## src/logic/dma_pkg.sv

```systemverilog
// Shared constants for the two-channel cycle-steal transfer engine
package dma_pkg;
  // Register offsets (word index on the plain register port)
  localparam logic [4:0] OFS_SRC0 = 5'h00;
  localparam logic [4:0] OFS_DST0 = 5'h01;
  localparam logic [4:0] OFS_RLD0 = 5'h02;
  localparam logic [4:0] OFS_CTL0 = 5'h03;
  localparam logic [4:0] OFS_SEL0 = 5'h04;
  localparam logic [4:0] OFS_PTR0 = 5'h05;
  localparam logic [4:0] OFS_CNT0 = 5'h06;
  localparam logic [4:0] OFS_CH_STRIDE = 5'h08;
  localparam logic [4:0] OFS_BUSCFG = 5'h10;
  localparam logic [4:0] OFS_SWREQ = 5'h11;
  // Control register fields
  localparam int CTL_EN = 0;
  localparam int CTL_REQ = 1;
  localparam int CTL_UNIT = 2;
  localparam int CTL_REPEAT = 3;
  localparam int CTL_SRC_FWD = 4;
  localparam int CTL_DST_FWD = 5;
  // Bus configuration fields
  localparam int CFG_BUS8 = 0;
  localparam int CFG_EXPANDED = 1;
  localparam int CFG_MUX = 2;
  // Request source select codes
  localparam logic [1:0] SEL_PERIPH = 2'h0;
  localparam logic [1:0] SEL_SOFT = 2'h1;
  localparam logic [1:0] SEL_EXT_FALL = 2'h2;
  localparam logic [1:0] SEL_EXT_BOTH = 2'h3;
  // Access coefficients in bus-clock cycles
  localparam logic [1:0] COEF_PLAIN = 2'h1;
  localparam logic [1:0] COEF_WAIT = 2'h2;
  localparam logic [1:0] COEF_MUX = 2'h3;
  localparam logic [31:0] RST_ZERO = 32'h0000_0000;
endpackage

```

## src/logic/dma_access_timer.sv

```systemverilog
// Bus access sequencer: counts the cycles of one read or write access
`timescale 1ns/1ps
`default_nettype none
module dma_access_timer
(
  // Clock and reset
  input wire logic clk,
  input wire logic reset,
  input wire logic clk_en,
  // Access control
  input wire logic start,
  input wire logic [1:0] coef,
  output logic done
);
  logic [1:0] used_q;
  logic busy_q;

  // Cycles spent in the access; coef is read live, because the address
  // that decides it is only on the bus once the access has begun
  always_ff @(posedge clk)
  begin
    if (reset)
    begin
      used_q <= 2'h0;
      busy_q <= 1'b0;
    end
    else if (clk_en)
    begin
      if (start)
      begin
        used_q <= 2'h0;
        busy_q <= 1'b1;
      end
      else if (busy_q && !done)
        used_q <= used_q + 2'h1;
      else
        busy_q <= 1'b0;
    end
  end

  // Done on the cycle that completes coef cycles
  assign done = busy_q && (used_q + 2'h1 >= coef);
endmodule
`default_nettype wire

```

## src/logic/dma_cycle_steal.sv

```systemverilog
// Two-channel cycle-stealing transfer engine with register port
`timescale 1ns/1ps
`default_nettype none
// Operation
// Waited memory or function area access adds one bus cycle; on a multiplexed bus every access takes three, waited or not.
// Unit cycles are reads times j plus writes times k.
// Byte: one access each; odd word or 8-bit bus: two each.
// Writing one to enable activates; requests then start transfers.
// First transfer loads forward pointer and counter from reload.
// Rewriting enable while active restarts from initial state.
// Request source is peripheral, software, or external pin.
// Request bit sets on selected request regardless of enable.
// Request bit clears just before the transfer begins.
// Software may clear request bit, never set it.
// Software clears request bit after changing source selection.
// Peripheral request sets bit with peripheral interrupt flag.
// External pin request follows selected edge.
// Simultaneous requests set both bits in one cycle.
// Channel zero first, processor access, then channel one.
// Single mode underflow clears enable.
// Repeat mode underflow reloads counter, stays active.
// Each channel pulses interrupt on counter underflow.
// Each channel uses only its own external pin.
// Pointer advances by unit size, counter decrements.
// Read then write atomically, then bus returns.
module dma_cycle_steal
#(
  parameter int ADDR_W = 20
)
(
  // Clock, enable and reset
  input wire logic clk,
  input wire logic clk_en,
  input wire logic reset,
  // Register port
  input wire logic [4:0] reg_addr,
  input wire logic [31:0] reg_wdata,
  input wire logic reg_wr,
  input wire logic reg_rd,
  output logic [31:0] reg_rdata,
  // Request sources
  input wire logic [1:0] periph_irq,
  input wire logic [1:0] external_interrupt_input,
  // Shared bus
  input wire logic cpu_access_done,
  input wire logic src_waited,
  input wire logic dst_waited,
  output logic bus_grant,
  output logic bus_write,
  output logic [ADDR_W-1:0] bus_addr,
  output logic bus_word,
  output logic [15:0] bus_wdata,
  input wire logic [15:0] bus_rdata,
  // Underflow interrupts
  output logic [1:0] dma_irq
);
  typedef enum logic [2:0]
  {
    ST_IDLE = 3'b000,
    ST_READ = 3'b001,
    ST_WRITE = 3'b010,
    ST_YIELD = 3'b011
  } state_e;

  state_e state_q;
  logic [ADDR_W-1:0] src_q [2];
  logic [ADDR_W-1:0] dst_q [2];
  logic [ADDR_W-1:0] ptr_q [2];
  logic [15:0] rld_q [2];
  logic [15:0] cnt_q [2];
  logic [5:0] ctl_q [2];
  logic [1:0] sel_q [2];
  logic [1:0] req_q;
  logic [1:0] fresh_q;
  logic [1:0] ext_q;
  logic [2:0] buscfg_q;
  logic ch_q;
  logic part_q;
  logic [15:0] data_q;
  logic [1:0] hit;
  logic [1:0] req_set;
  logic [1:0] req_clr;
  logic [1:0] start_ch;
  logic acc_start;
  logic acc_done;
  logic [1:0] acc_coef;
  logic two_acc;
  logic [ADDR_W-1:0] cur_src;
  logic [ADDR_W-1:0] cur_dst;
  logic [15:0] cur_cnt;
  logic underflow;
  logic [5:0] cc;

  // Index of a register within a channel block
  function automatic logic [4:0] chofs(input logic [4:0] base, input int c);
    chofs = base + (c != 0 ? dma_pkg::OFS_CH_STRIDE : 5'h00);
  endfunction

  // Access coefficient for one side of a transfer
  function automatic logic [1:0] coef_of(input logic waited,
    input logic mux);
    // waited costs one more, except on a multiplexed bus
    if (mux)
      coef_of = dma_pkg::COEF_MUX;
    else if (waited)
      coef_of = dma_pkg::COEF_WAIT;
    else
      coef_of = dma_pkg::COEF_PLAIN;
  endfunction

  // Request source decode and pin edge detection per channel
  always_comb
  begin
    for (int c = 0; c < 2; c++)
    begin
      // source select
      case (sel_q[c])
        dma_pkg::SEL_PERIPH: hit[c] = periph_irq[c];
        dma_pkg::SEL_SOFT: hit[c] = reg_wr &&
          reg_addr == dma_pkg::OFS_SWREQ && reg_wdata[c];
        // falling edge, own pin only
        dma_pkg::SEL_EXT_FALL: hit[c] = ext_q[c] &&
          !external_interrupt_input[c];
        dma_pkg::SEL_EXT_BOTH: hit[c] = ext_q[c] !=
          external_interrupt_input[c];
        default: hit[c] = 1'b0;
      endcase
    end
  end

  // External pin history; pins are synchronous to clk
  always_ff @(posedge clk)
  begin
    if (reset)
      ext_q <= 2'h3;
    else if (clk_en)
      ext_q <= external_interrupt_input; // pin c feeds channel c
  end

  // Arbitration: channel zero wins, one waits for a processor access
  always_comb
  begin
    start_ch = 2'h0;
    if (state_q == ST_IDLE)
    begin
      // channel zero priority
      if (req_q[0] && ctl_q[0][dma_pkg::CTL_EN])
        start_ch = 2'h1;
      else if (req_q[1] && ctl_q[1][dma_pkg::CTL_EN])
        start_ch = 2'h2;
    end
  end

  // Request flags: hardware set wins over any clear
  always_comb
  begin
    for (int c = 0; c < 2; c++)
    begin
      // both channels sampled in one cycle
      req_set[c] = hit[c];
      // software clear only
      req_clr[c] = start_ch[c] || (reg_wr &&
        reg_addr == chofs(dma_pkg::OFS_CTL0, c) &&
        !reg_wdata[dma_pkg::CTL_REQ]);
    end
  end

  always_ff @(posedge clk)
  begin
    if (reset)
      req_q <= 2'h0;
    else if (clk_en)
      // set regardless of enable; same cycle as irq
      // cleared as the transfer starts
      req_q <= req_set | (req_q & ~req_clr);
  end

  // Current channel views
  assign cur_src = src_q[ch_q];
  assign cur_dst = dst_q[ch_q];
  assign cur_cnt = cnt_q[ch_q];
  assign cc = ctl_q[ch_q];
  // two accesses for odd word or 8-bit expanded bus
  assign two_acc = !cc[dma_pkg::CTL_UNIT] &&
    ((buscfg_q[dma_pkg::CFG_BUS8] && buscfg_q[dma_pkg::CFG_EXPANDED]) ||
    bus_addr[0]);
  // read side j, write side k
  assign acc_coef = coef_of(state_q == ST_READ ? src_waited : dst_waited,
    buscfg_q[dma_pkg::CFG_MUX]);
  assign acc_start = (start_ch != 2'h0) ||
    ((state_q == ST_READ || state_q == ST_WRITE) && acc_done &&
    !(state_q == ST_WRITE && (part_q || !two_acc)));
  assign underflow = state_q == ST_WRITE && acc_done &&
    (part_q || !two_acc) && cur_cnt == 16'h0000;

  dma_access_timer dma_access_timer_inst
  (
    .clk(clk),
    .reset(reset),
    .clk_en(clk_en),
    .start(acc_start),
    .coef(acc_coef),
    .done(acc_done)
  );

  // Transfer sequencer: read, write, then hand the bus back
  always_ff @(posedge clk)
  begin
    if (reset)
    begin
      state_q <= ST_IDLE;
      ch_q <= 1'b0;
      part_q <= 1'b0;
      data_q <= 16'h0000;
    end
    else if (clk_en)
    begin
      case (state_q)
        ST_IDLE:
          if (start_ch != 2'h0)
          begin
            ch_q <= start_ch[1];
            part_q <= 1'b0;
            state_q <= ST_READ;
          end
        // read then write under one grant
        ST_READ:
          if (acc_done)
          begin
            if (part_q)
              data_q[15:8] <= bus_rdata[7:0];
            else
              data_q <= bus_rdata;
            if (two_acc && !part_q)
              part_q <= 1'b1;
            else
            begin
              part_q <= 1'b0;
              state_q <= ST_WRITE;
            end
          end
        ST_WRITE:
          if (acc_done)
          begin
            if (two_acc && !part_q)
              part_q <= 1'b1;
            else
              state_q <= ST_YIELD;
          end
        // Processor must finish one access before the next steal
        ST_YIELD:
          if (cpu_access_done)
            state_q <= ST_IDLE;
        default: state_q <= ST_IDLE;
      endcase
    end
  end

  // Channel registers, pointer and counter
  always_ff @(posedge clk)
  begin
    if (reset)
    begin
      buscfg_q <= 3'h0;
      for (int c = 0; c < 2; c++)
      begin
        src_q[c] <= '0;
        dst_q[c] <= '0;
        ptr_q[c] <= '0;
        rld_q[c] <= 16'h0000;
        cnt_q[c] <= 16'h0000;
        ctl_q[c] <= 6'h00;
        sel_q[c] <= dma_pkg::SEL_PERIPH;
        fresh_q[c] <= 1'b0;
      end
    end
    else if (clk_en)
    begin
      if (reg_wr && reg_addr == dma_pkg::OFS_BUSCFG)
        buscfg_q <= reg_wdata[2:0];
      for (int c = 0; c < 2; c++)
      begin
        if (reg_wr)
        begin
          if (reg_addr == chofs(dma_pkg::OFS_SRC0, c))
            src_q[c] <= reg_wdata[ADDR_W-1:0];
          if (reg_addr == chofs(dma_pkg::OFS_DST0, c))
            dst_q[c] <= reg_wdata[ADDR_W-1:0];
          if (reg_addr == chofs(dma_pkg::OFS_RLD0, c))
            rld_q[c] <= reg_wdata[15:0];
          if (reg_addr == chofs(dma_pkg::OFS_SEL0, c))
            sel_q[c] <= reg_wdata[1:0];
          if (reg_addr == chofs(dma_pkg::OFS_CTL0, c))
          begin
            ctl_q[c] <= {reg_wdata[5:2], 1'b0, reg_wdata[0]};
            // any write of one rearms initial state
            if (reg_wdata[dma_pkg::CTL_EN])
              fresh_q[c] <= 1'b1;
          end
        end
        if (start_ch[c] && fresh_q[c])
        begin
          // load pointer and counter on first start
          ptr_q[c] <= ctl_q[c][dma_pkg::CTL_SRC_FWD] ? src_q[c] : dst_q[c];
          cnt_q[c] <= rld_q[c];
          fresh_q[c] <= 1'b0;
        end
      end
      if (state_q == ST_WRITE && acc_done && (part_q || !two_acc))
      begin
        // advance pointer, count down
        ptr_q[ch_q] <= ptr_q[ch_q] +
          (cc[dma_pkg::CTL_UNIT] ? ADDR_W'(1) : ADDR_W'(2));
        cnt_q[ch_q] <= cur_cnt - 16'h0001;
        if (underflow)
        begin
          // repeat reloads
          if (cc[dma_pkg::CTL_REPEAT])
            cnt_q[ch_q] <= rld_q[ch_q];
          // single mode disables
          else
            ctl_q[ch_q][dma_pkg::CTL_EN] <= 1'b0;
        end
      end
    end
  end

  // Underflow interrupt pulses
  always_ff @(posedge clk)
  begin
    if (reset)
      dma_irq <= 2'h0;
    else if (clk_en)
      // one pulse per underflow
      dma_irq <= {underflow && ch_q, underflow && !ch_q};
  end

  // Bus address and write data; forward side uses the pointer
  always_comb
  begin
    if (state_q == ST_READ)
      bus_addr = cc[dma_pkg::CTL_SRC_FWD] ? ptr_q[ch_q] : cur_src;
    else
      bus_addr = cc[dma_pkg::CTL_DST_FWD] ? ptr_q[ch_q] : cur_dst;
    if (part_q)
      bus_addr = bus_addr + ADDR_W'(1);
  end
  assign bus_grant = state_q == ST_READ || state_q == ST_WRITE;
  assign bus_write = state_q == ST_WRITE;
  assign bus_word = !cc[dma_pkg::CTL_UNIT] && !two_acc && !part_q;
  assign bus_wdata = part_q ? {8'h00, data_q[15:8]} : data_q;

  // Register read data, one cycle after the strobe
  always_ff @(posedge clk)
  begin
    if (reset)
      reg_rdata <= dma_pkg::RST_ZERO;
    else if (clk_en)
    begin
      reg_rdata <= dma_pkg::RST_ZERO;
      if (reg_rd)
      begin
        if (reg_addr == dma_pkg::OFS_BUSCFG)
          reg_rdata <= {29'h0, buscfg_q};
        for (int c = 0; c < 2; c++)
        begin
          if (reg_addr == chofs(dma_pkg::OFS_SRC0, c))
            reg_rdata <= 32'(src_q[c]);
          if (reg_addr == chofs(dma_pkg::OFS_DST0, c))
            reg_rdata <= 32'(dst_q[c]);
          if (reg_addr == chofs(dma_pkg::OFS_RLD0, c))
            reg_rdata <= {16'h0000, rld_q[c]};
          if (reg_addr == chofs(dma_pkg::OFS_CTL0, c))
            reg_rdata <= {26'h0, ctl_q[c][5:2], req_q[c], ctl_q[c][0]};
          if (reg_addr == chofs(dma_pkg::OFS_SEL0, c))
            reg_rdata <= {30'h0, sel_q[c]};
          if (reg_addr == chofs(dma_pkg::OFS_PTR0, c))
            reg_rdata <= 32'(ptr_q[c]);
          if (reg_addr == chofs(dma_pkg::OFS_CNT0, c))
            reg_rdata <= {16'h0000, cnt_q[c]};
        end
      end
    end
  end
endmodule
`default_nettype wire

```

## config.mk

```make
export PLATFORM = sky130hd
export DESIGN_NAME = dma_cycle_steal
export DESIGN_NICKNAME = d
export VERILOG_FILES = /design/src/logic/dma_pkg.sv /design/src/logic/dma_access_timer.sv /design/src/logic/dma_cycle_steal.sv
export SDC_FILE = /design/constraint.sdc
export NUM_CORES = 1
export LEC_CHECK = 0
export ABC_AREA = 0
export BUFFER_PORTS_ARGS = -buffer_cell sky130_fd_sc_hd__buf_4
export CAP_MARGIN = 20
export CORE_ASPECT_RATIO = 1.2
export CORE_MARGIN = 8
export CORE_UTILIZATION = 35
export CTS_CLUSTER_SIZE = 12
export DETAILED_ROUTE_END_ITERATION = 7
export PLACE_DENSITY = 0.61
export SLEW_MARGIN = 20
export SYNTH_ARGS = -nofsm -noshare
export SYNTH_HDL_FRONTEND = slang
export SYNTH_SLANG_ARGS = --single-unit
```

## constraint.sdc

```tcl
create_clock -name clk -period 5.5 [get_ports clk]
set_input_delay 0.275 -clock clk [delete_from_list [all_inputs] [get_ports clk]]
set_output_delay 0.275 -clock clk [all_outputs]
set_load 0.05 [all_outputs]
```

==> flow_summary.yaml, run 1 <==
clock_network:
  h-tree-depth: 1
  cts_tree: "done"
  post_cts_buffers: 0
  clk_path_buf_depth: 3
  ctsResizeCount: 0
  cts_buffers: 29
  cts-root-buf: "clkbuf_16"
  clk_pin_slew_worst_paths_ns: 0.06
  clk_latency_ns: 0.57
  cts.sinks: 253
  hold_buffers: 11
setup_path:
  required_ns: 5.22
  path_class: "flop to output pin"
  cp_max_fo: 50
  cp_data_arrival_time_ns: 4.55
  cp-start-kind: "flop"
  ff2ff_path_depth: 10
  critPathCaptureType: "output pin"
grt:
  antenna_found_initial: 0
  grt_max_degree: 81
  track_usage: 0.212
  grt_busiest_layer: "met2"
  grt_use_met2: 0.352
  grt_pass1_wl_mm: 85.0
  grt_pass1_vias: 13553
  use_met3: 0.0339
  grt-ovfl-total: 0
  grtUsageMet1: 0.260
floorplan:
  core_um2: 44700
  fp.dieW_um: 210
  fp.dieH_um: 249
  dieArea_um2: 52100
  num_rows: 85
  pin_count: 138
  initial_core_util: 0.353
pwr:
  power_leakage_nw: 6.31
  peakVddDrop_v: 0.000234
  power_density_nw_per_um2: 262
layout:
  n_fill_cell: 4379
  antennaDiodeCount: 0
  fin_nets: 1713
  syn2layout_area_growth_pct: 15.5
  layout-drive-gt1-share: 0.154
sta:
  finalHoldViolCount: 0
  fin_setup_tns_ns: 0
  holdWs_ns: 0.0211
  setup_violations: 0
  max_freq_ghz: 0.207
  fin_worst_skew_ns: 0.0117
  finalCritPeriodShare: 0.878
  slew_viol_final: 0
  tightestPinTransition_ns: 1.34
  slew_headroom: 0.0972
  rsz0062_at_grt: "false"
  period_minus_slack_ns: 4.83
drt:
  wl_mm: 57.6
  firstDrtPassIters: 6
  wl_per_cell_um: 25.9
  drtAntennaViolNets: 0
  detail_route.vias_per_cell: 6.13
  vias: 13606
  drt-initial-drc-count: 1340
  drc_errors: 0
yosys:
  async_flop_share: 0
  yosysSeqAreaShare: 0.446
  ys_types: 80
  synth_edf_count: 196
  ys_seq_elements: 253
  yosysWarnings: 0
  postSynthCellCount: 1555
  syn-mean-instance-area_um2: 10.1
  synth_ff_type: "edfxtp_1"
  syn_area_um2: 15800
placement:
  port_buffers: 113
  hpwlAfterDp_mm: 40.8
  gp_congestion: 0.961
run_status:
  outcome: "complete, no violations"
min_path:
  min_path_type: "primary input to flop"
  holdPathStages: 2
flow_run:
  cap_violations: 0
-- per-layer routing --
layer | vias up | share of wire
met4 | 0 | 0.056
met2 | 734 | 0.47
met1 | 6700 | 0.39
met3 | 145 | 0.080
met5 | - | 0
li1 | 6027 | -
-- state kept, by name, summed over array words and instances (netlist names), named ones only --
name and flops:
buscfg_q 3, ch_q 1, cnt_q 32, ctl_q 10, data_q 16, dma_access_timer_inst.busy_q 1, dma_access_timer_inst.used_q 2, dma_irq 2
dst_q 40, ext_q 2, fresh_q 2, part_q 1, ptr_q 40, reg_rdata 20, req_q 2, rld_q 32
sel_q 4, src_q 40, state_q 2
-- cells in the final DEF, fill, tap and decap left out, types with 6 or more instances in the layout --
master	instances
ha_1	14
clkbuf_16	29
o21ai_0	85
inv_1	12
nor3b_1	10
nand3_1	64
dfxtp_1	56
nor3_1	31
nor4_1	8
edfxtp_1	196
a311oi_1	7
nand2b_1	8
xor2_1	22
or3_1	7
mux4_2	9
a31oi_1	8
nor2_1	109
a22o_1	15
o21bai_1	6
clkbuf_1	6
a22oi_1	17
and2_1	72
clkinv_2	6
conb_1	12
nand3b_1	6
dlygate4sd3_1	11
buf_4	147
o31ai_1	36
mux2_2	30
nor2b_1	30
a221oi_1	17
o22ai_1	16
nand2_1	120
xnor2_1	30
mux2i_1	185
a211oi_1	15
a21o_1	9
a21oi_1	70
a222oi_1	12
-- cell families after synthesis --
logic type               count (synthesis)  synth area share
adder cells (fa/ha/maj)                 15            0.0124
other                                    1          0.000238
multiplexers                           225             0.152
XOR/XNOR                                52            0.0289
AO/OA/AOI/OAI                          370             0.159
flip-flops                             253             0.446
AND/OR/NAND/NOR                        503             0.162
buffers and inverters                  136            0.0397
-- through the flow --
step	cell area, um^2	power (W)	worst slack, ns	utilization	std cells
floorplan	15800	0.00257	1.42	-	1566
global placement	17100	0.00278	1.33	0.383	2156
detailed placement	17100	0.00279	1.26	0.384	2156
CTS	18200	0.00478	0.659	0.408	2221
global route	18200	0.00489	0.451	0.408	2221
finish	18200	0.00477	0.673	0.408	2221
-- worst max-delay path, stage by stage (launching register included) --
cell     delay (ns)
dfxtp_4        0.82
mux2i_1        0.55
buf_4          0.24
mux2i_1        0.20
mux2i_1        0.19
or4_1          0.67
or2_1          0.31
nor4b_2        0.53
xnor2_1        0.20
buf_4          0.23
-- worst paths after layout --
kind	from	end	slack (ns)
worst max register to register	flop	ptr_q[0][19]	1.45
worst max-delay path	flop	bus_addr[19]	0.67
worst min register to register	reg_rdata[2]	reg_rdata[2]	0.46
worst min-delay path	reg_wdata[17]	src_q[1][17]	0.02
-- cells in the mapped netlist (14+ instances only) --
cell type / number / share of area
xor2_1: 22 / 0.012
xnor2_1: 30 / 0.017
nor2_1: 109 / 0.026
a221oi_1: 17 / 0.0094
a22oi_1: 17 / 0.0081
o31ai_1: 36 / 0.017
a211oi_1: 16 / 0.0076
nor2b_1: 30 / 0.012
ha_1: 14 / 0.011
mux2i_1: 185 / 0.12
buf_4: 21 / 0.010
o22ai_1: 16 / 0.0063
clkbuf_1: 80 / 0.019
and2_1: 72 / 0.029
mux2_2: 30 / 0.021
a22o_1: 15 / 0.0083
nand2_1: 120 / 0.029
nand3_1: 64 / 0.020
nor3_1: 32 / 0.010
o21ai_0: 85 / 0.027
edfxtp_1: 196 / 0.37
a21oi_1: 70 / 0.022
dfxtp_1: 57 / 0.072
-- power by group --
group	internal, W	leakage, nW	switching (W)
clock	0.00119	0.477	0.000806
combinational	0.000188	3.45	0.000355
sequential	0.00213	2.38	0.0000930
-- final cells by class --
class	instances	area [um^2]	share of cell area
Clock buffer	38	790	0.0433
Timing Repair Buffer	159	1230	0.0677
Multi-Input combinational cell	1177	8220	0.451
Inverter	13	48.8	0.00268
Tap cell	565	707	0.0388
Clock inverter	16	181	0.00996
Sequential cell	253	7030	0.386
(Power assumes the default switching activity.)
==> run 2: changes to the inputs <==
--- a/config.mk
+++ b/config.mk
@@ -17,4 +17,5 @@
 export SLEW_MARGIN = 20
 export SYNTH_ARGS = -nofsm -noshare
 export SYNTH_HDL_FRONTEND = slang
+export SYNTH_HIERARCHICAL = 1
 export SYNTH_SLANG_ARGS = --single-unit
==> run 2 against run 1 <==
  * The flow now finishes with violations (DRC)
  * Non-clock buffer count decreased by 3
  * Via count is essentially flat
  * Sequential cell count stayed put
  * First-iteration DRC count is 2.1% higher
  * Critical path depth did not move
  * Count of clock-buffer cells in the layout grew 8
==> flow_summary.yaml, run 2 <==
floorplan:
  fp.dieW_um: 211
  dieArea_um2: 52800
  num_rows: 86
  pin_count: 138
  core_um2: 45500
  fp.dieH_um: 250
  initial_core_util: 0.351
grt:
  use_met3: 0.0308
  grt_pass1_wl_mm: 84.8
  grt-ovfl-total: 0
  grt_use_met2: 0.346
  grtUsageMet1: 0.261
  grt_busiest_layer: "met2"
  track_usage: 0.209
  grt_max_degree: 71
  grt_pass1_vias: 13414
  antenna_found_initial: 1
drt:
  wl_mm: 57.3
  drc_errors: 8
  firstDrtPassIters: 8
  drt-initial-drc-count: 1368
  drtAntennaViolNets: 0
  detail_route.vias_per_cell: 5.93
  wl_per_cell_um: 24.9
  vias: 13604
sta:
  finalCritPeriodShare: 0.804
  fin_setup_tns_ns: 0
  max_freq_ghz: 0.226
  tightestPinTransition_ns: 1.20
  setup_violations: 0
  period_minus_slack_ns: 4.42
  slew_viol_final: 0
  finalHoldViolCount: 0
  holdWs_ns: 0.0218
  rsz0062_at_grt: "false"
  fin_worst_skew_ns: 0.0225
  slew_headroom: 0.197
pwr:
  power_density_nw_per_um2: 254
  peakVddDrop_v: 0.000215
  switching_power_w: 0.00125
  internal_power_w: 0.00339
  p_comb_frac: 0.122
  p_clk_frac: 0.400
  seqPwrFrac: 0.478
  power_leakage_nw: 6.41
  netSwitchingFraction: 0.270
setup_path:
  crit_chain: "mux2i_2, buf_4, mux2i_1, mux2i_1, nor4_4, nand3_1, nor3_1, xnor2_1, buf_4"
  critPathCaptureType: "output pin"
  slowest_stage: "edfxtp_1"
  cp_slowest_stage_delay_ns: 0.75
  path_class: "flop to output pin"
  cp_max_fo: 11
  cp-start-kind: "flop"
  cp_data_arrival_time_ns: 4.15
  required_ns: 5.22
run_status:
  failed_checks: "DRC"
  outcome: "finished with violations"
flow_run:
  cap_violations: 0
placement:
  hpwlAfterDp_mm: 40.4
  port_buffers: 113
  gp_congestion: 0.916
yosys:
  yosysSeqAreaShare: 0.439
  ys_seq_elements: 253
  syn-mean-instance-area_um2: 10.1
  syn_area_um2: 16000
  synth_ff_type: "edfxtp_1"
  ys_types: 75
  netlist.area_leader.share: 0.368
  yosysMostFrequentCell: "mux2i_1"
  postSynthCellCount: 1589
  synth_area_leaders: "edfxtp_1 (37%), mux2i_1 (13%), dfxtp_1 (7.1%)"
  yosysWarnings: 6
  synthSimpleGateAreaFrac: 0.168
  yosysTopAreaCell: "edfxtp_1"
  async_flop_share: 0
  synth_edf_count: 196
  synth_fa_ha_area_frac: 0.0122
  synthXorXnorAreaFrac: 0.0301
  synthTopCellsByCount: "mux2i_1 (200), edfxtp_1 (196), nand2_1 (152)"
  synth_compound_area_frac: 0.138
  synthMuxAreaShare: 0.170
  synth_top_family_by_area: "multiplexers"
layout:
  syn2layout_area_growth_pct: 14.6
  layout_common_cells: "mux2i_1 (200), edfxtp_1 (196), nand2_1 (152), buf_4 (144), nor2_1 (111)"
  fin_nets: 1738
  final_common_cell: "mux2i_1"
  layout-drive-gt1-share: 0.155
  reg.largest.list: "dst_q (40), ptr_q (40), src_q (40)"
clock_network:
  cts_buffers: 27
  ctsResizeCount: 0
  cts_tree: "done"
  cts.sinks: 253
  clk_pin_slew_worst_paths_ns: 0.06
  clk_latency_ns: 0.57
  hold_buffers: 10
  h-tree-depth: 1
  cts-root-buf: "clkbuf_16"
  post_cts_buffers: 0
  clk_path_buf_depth: 3
min_path:
  min_path_type: "primary input to flop"
==> run 2: cell count changes after synthesis, sizes merged, moves of 7 or more <==
| cell | before | now |
|---|---|---|
| a22o | 15 | 3 |
| xor2 | 22 | 12 |
| a21oi | 70 | 79 |
| o21ai | 87 | 73 |
| a222oi | 12 | 5 |
| inv | 12 | 22 |
| nor2b | 30 | 20 |
| nand2 | 120 | 153 |
| xnor2 | 30 | 43 |
| and3 | 5 | 13 |
| mux2i | 185 | 204 |
| o31ai | 36 | 48 |
==> run 2: final timing paths <==
kind | endpoint | cells after the start | slack, ns | from
min | dst_q[1][16] | 2 | 0.02 | reg_wdata[16]
max | bus_addr[18] | 9 | 1.08 | ctl_q[0][4]
max reg2reg | cnt_q[1][1] | 14 | 1.47 | state_q[1]
min reg2reg | data_q[2] | 2 | 0.45 | data_q[2]
==> run 2: worst max-delay path: cells and delay by family, from the launching register on <==
family                    cells  cell delay (ns)
buffers and inverters         2             0.55
DFF                           1             0.75
muxes                         3             0.94
xor gates and xnor gates      1             0.16
and+or+nand+nor               3             1.17
==> run 2: through the flow <==
stage	utilization	cells	setup WS, ns	total power (W)	area (um^2)
5_1_grt	0.403	2295	0.877	0.00477	18300
3_3_place_gp	0.381	2234	1.56	0.00280	17300
3_5_place_dp	0.381	2235	1.49	0.00281	17300
2_1_floorplan	-	1600	1.41	0.00259	16000
6_report	0.403	2296	1.08	0.00465	18300
4_1_cts	0.402	2295	1.09	0.00466	18300
==> run 2: cell type report <==
cell class	instances	area (um^2)
fillers	4400	27200
repair buffers	156	1210
well taps	616	771
diodes	1	2.50
flip-flops and latches	253	7030
clock inverters	4	52.6
multi-input cells	1198	8350
inverters	22	82.6
clock buffers	46	828
==> run 2: metal layers <==
metal | share of wire | routed length, um
met4 | 0.053 | 3010
met1 | 0.39 | 22400
met2 | 0.47 | 26900
met5 | 0 | 0
met3 | 0.087 | 4970
==> run 2: cell families (layout without fill, tap and decap cells) <==
family,after synthesis,in the layout
multiplexers,251,251
buffers and inverters,149,228
flip-flops,253,253
AND/OR/NAND/NOR,534,534
other,1,13
adder cells (fa/ha/maj),15,15
XOR/XNOR,55,55
AO/OA/AOI/OAI,331,331
==> run 2: power groups by stage <==
stage / Clock (W) / Sequential (W) / Combinational (W)
global route: 0.00195 / 0.00223 / 0.000597
finish: 0.00186 / 0.00222 / 0.000566
detailed placement: 0 / 0.00226 / 0.000550
floorplan: 0 / 0.00223 / 0.000360
global placement: 0 / 0.00226 / 0.000545
CTS: 0.00189 / 0.00222 / 0.000558
==> run 3: changes to the inputs <==
--- a/config.mk
+++ b/config.mk
@@ -5,7 +5,7 @@
 export SDC_FILE = /design/constraint.sdc
 export NUM_CORES = 1
 export LEC_CHECK = 0
-export ABC_AREA = 0
+export ABC_AREA = 1
 export BUFFER_PORTS_ARGS = -buffer_cell sky130_fd_sc_hd__buf_4
 export CAP_MARGIN = 20
 export CORE_ASPECT_RATIO = 1.2
==> constraint.sdc (replaced) <==
create_clock -name clk -period 4.3 [get_ports clk]
set_input_delay 0.215 -clock clk [delete_from_list [all_inputs] [get_ports clk]]
set_output_delay 0.215 -clock clk [all_outputs]
set_load 0.05 [all_outputs]
==> run 3 against run 2 <==
  * The flow now finishes without violations
  * Sequential share of layout area is 0.82 points higher
  * Setup slack worse by 0.89 ns
  * Count of clock-buffer cells in the layout is 7 lower
  * Clock power is 23% higher
  * Non-clock buffer count is 21 higher
  * Global-route usage is 0.38 points lower
  * Clock skew is 0.0064 ns lower
  * Register-to-register slack worse by 0.80 ns
  * Largest power group unchanged
==> flow_summary.yaml, run 3 <==
run_status:
  outcome: "complete, no violations"
yosys:
  ys_types: 54
  yosysSeqAreaShare: 0.450
  synth_ff_type: "edfxtp_1"
  syn-mean-instance-area_um2: 7.67
  ys_seq_elements: 253
  syn_area_um2: 15600
  async_flop_share: 0
  synthTopCellsByCount: "nand2_1 (535), inv_1 (220), edfxtp_1 (196)"
  synth_area_leaders: "edfxtp_1 (38%), nand2_1 (13%), dfxtp_1 (7.3%)"
  yosysWarnings: 6
  netlist.area_leader.share: 0.377
  yosysTopAreaCell: "edfxtp_1"
  synth_edf_count: 196
  postSynthCellCount: 2036
  yosysMostFrequentCell: "nand2_1"
clock_network:
  clk_pin_slew_worst_paths_ns: 0.06
  cts.sinks: 253
  cts_buffers: 27
  h-tree-depth: 1
  cts-root-buf: "clkbuf_16"
  clk_path_buf_depth: 3
  clk_latency_ns: 0.57
  cts_tree: "done"
setup_path:
  r2r_end: "ptr_q[1][10]"
  path_class: "flop to output pin"
  slowest_stage: "dfxtp_1"
  r2r_start: "state_q[1]"
  r2r_slack_ns: 0.67
  ff2ff_path_depth: 17
  crit_start: "state_q[1]"
  required_ns: 4.09
  path_delay_family: "buffers and inverters"
  cpMostUsedCell: "buf_4"
  cp-start-kind: "flop"
  crit_chain: "inv_1, ha_1, buf_4, inv_1, buf_4, buf_4, o211ai_1, nand2_1, nand4_1, nor2_2, nand2_1, nor3_2, xor2_1, buf_4"
  cp_data_arrival_time_ns: 3.89
  cp_max_fo: 16
  worst-path-buf-inv: 6
  critPathCaptureType: "output pin"
  cp_slowest_stage_delay_ns: 0.38
sta:
  slew_viol_final: 0
  setup_violations: 0
  tightestPinTransition_ns: 1.08
  finalHoldViolCount: 0
  layout_setup_ws_ns: 0.191
  rsz0062_at_grt: "false"
  period_minus_slack_ns: 4.11
  fin_setup_tns_ns: 0
  finalCritPeriodShare: 0.956
  fin_worst_skew_ns: 0.0161
  max_freq_ghz: 0.243
  slew_headroom: 0.273
floorplan:
  fp.dieH_um: 247
  core_um2: 44500
  dieArea_um2: 51700
  pin_count: 138
  num_rows: 85
  initial_core_util: 0.351
  fp.dieW_um: 209
layout:
  reg.largest.list: "dst_q (40), ptr_q (40), src_q (40)"
  antennaDiodeCount: 0
  syn2layout_area_growth_pct: 14.9
  layout-drive-gt1-share: 0.124
  final_common_cell: "nand2_1"
  fin_nets: 2215
  layout_common_cells: "nand2_1 (535), inv_1 (220), edfxtp_1 (196), nor2_1 (166), buf_4 (155)"
placement:
  gp_congestion: 0.929
  port_buffers: 113
  place_ws_ns: 0.710
  hpwlAfterDp_mm: 40.3
drt:
  detail_route.vias_per_cell: 5.38
  drt-initial-drc-count: 1551
  drtAntennaViolNets: 0
  drc_errors: 0
  firstDrtPassIters: 6
  wl_mm: 55.1
  wl_per_cell_um: 20.3
  vias: 14632
pwr:
  peakVddDrop_v: 0.000299
  power_density_nw_per_um2: 370
  power_leakage_nw: 7.45
  p_total_w: 0.00663
grt:
  grt_pass1_vias: 14152
  grt_max_degree: 66
  grt_pass1_wl_mm: 83.2
  track_usage: 0.205
  grt-ovfl-total: 0
  antenna_found_initial: 0
min_path:
  hold_path_startpoint: "reg_wdata[16]"
  holdPathStages: 3
  holdPathEnd: "dst_q[0][16]"
  min_path_type: "primary input to flop"
flow_run:
  cap_violations: 0
-- run 3: cell count changes in the layout (fill, tap and decap cells not counted), moves of 32 or more --
| cell | before | now |
|---|---|---|
| nor2_1 | 111 | 166 |
| and2_1 | 66 | 0 |
| nand2_1 | 152 | 535 |
| a21oi_1 | 79 | 115 |
| xnor2_1 | 43 | 6 |
| inv_1 | 21 | 220 |
| o21ai_0 | 47 | 135 |
| o21ai_1 | 26 | 58 |
| mux2i_1 | 200 | 10 |
| o31ai_1 | 48 | 1 |
| mux2_2 | 36 | 0 |
| nand3_1 | 65 | 154 |
-- run 3: worst max path at each step --
stage	endpoint	slack (ns)	depth (start not counted)
after detailed placement	bus_addr[8]	0.71	14
after global routing	bus_addr[9]	0.005	14
after floorplan	ptr_q[0][0]	0.86	18
after global placement	cnt_q[1][8]	0.75	12
after CTS	bus_addr[8]	0.09	14
final	bus_addr[9]	0.19	14
-- run 3: routing by layer --
metal,vias up,share of wire,GRT usage
li1,6981,-,-
met1,6805,0.40,0.258
met2,747,0.49,0.360
met3,99,0.089,0.0284
met4,0,0.027,0.0685
met5,-,0,0
-- run 3: power breakdown --
part           switching (W)  total (W)  internal [W]
Sequential         0.0000837    0.00282       0.00274
Clock               0.000999    0.00229       0.00129
Combinational        0.00109    0.00152      0.000426
Total                0.00217    0.00663       0.00446
-- run 3: cells by family after synthesis --
group	synth area share
other cells	0.000240
fa+ha+maj	0.0125
simple gates	0.258
mux	0.00641
xor+xnor	0.0208
buf+inv	0.100
compound gates	0.152
flops	0.450
-- run 3: timing repair --
action,in CTS,in global routing
gates resized for setup,0,1
endpoints found under the hold margin,21,0
hold buffers,21,0
setup buffers,0,1
setup endpoints to repair,0,3
-- run 3: cell type report --
type                       instances  area (um^2)
fill                            4517        26500
multi-input combinational       1442         7110
sequential                       253         7030
timing repair buffer             177         1390
inverter                         234          878
clock buffer                      39          731
tap                              565          707
clock inverter                     9         97.6
-- run 3: tightest hold or removal path, cell delays in order --
cell	delay, ns
buf_4	0.08
inv_1	0.04
nor2_1	0.13
-- run 3: per-stage QoR --
stage                     instance area, um^2   util  hold slack, ns  cells
after CTS                               17900  0.403         0.00895   2718
after detailed placement                16900  0.380           0.456   2649
after global placement                  16900  0.380           0.450   2649
final                                   17900  0.404          0.0257   2719
after global routing                    17900  0.404          0.0250   2719
after floorplan                         15700      -           0.284   2047
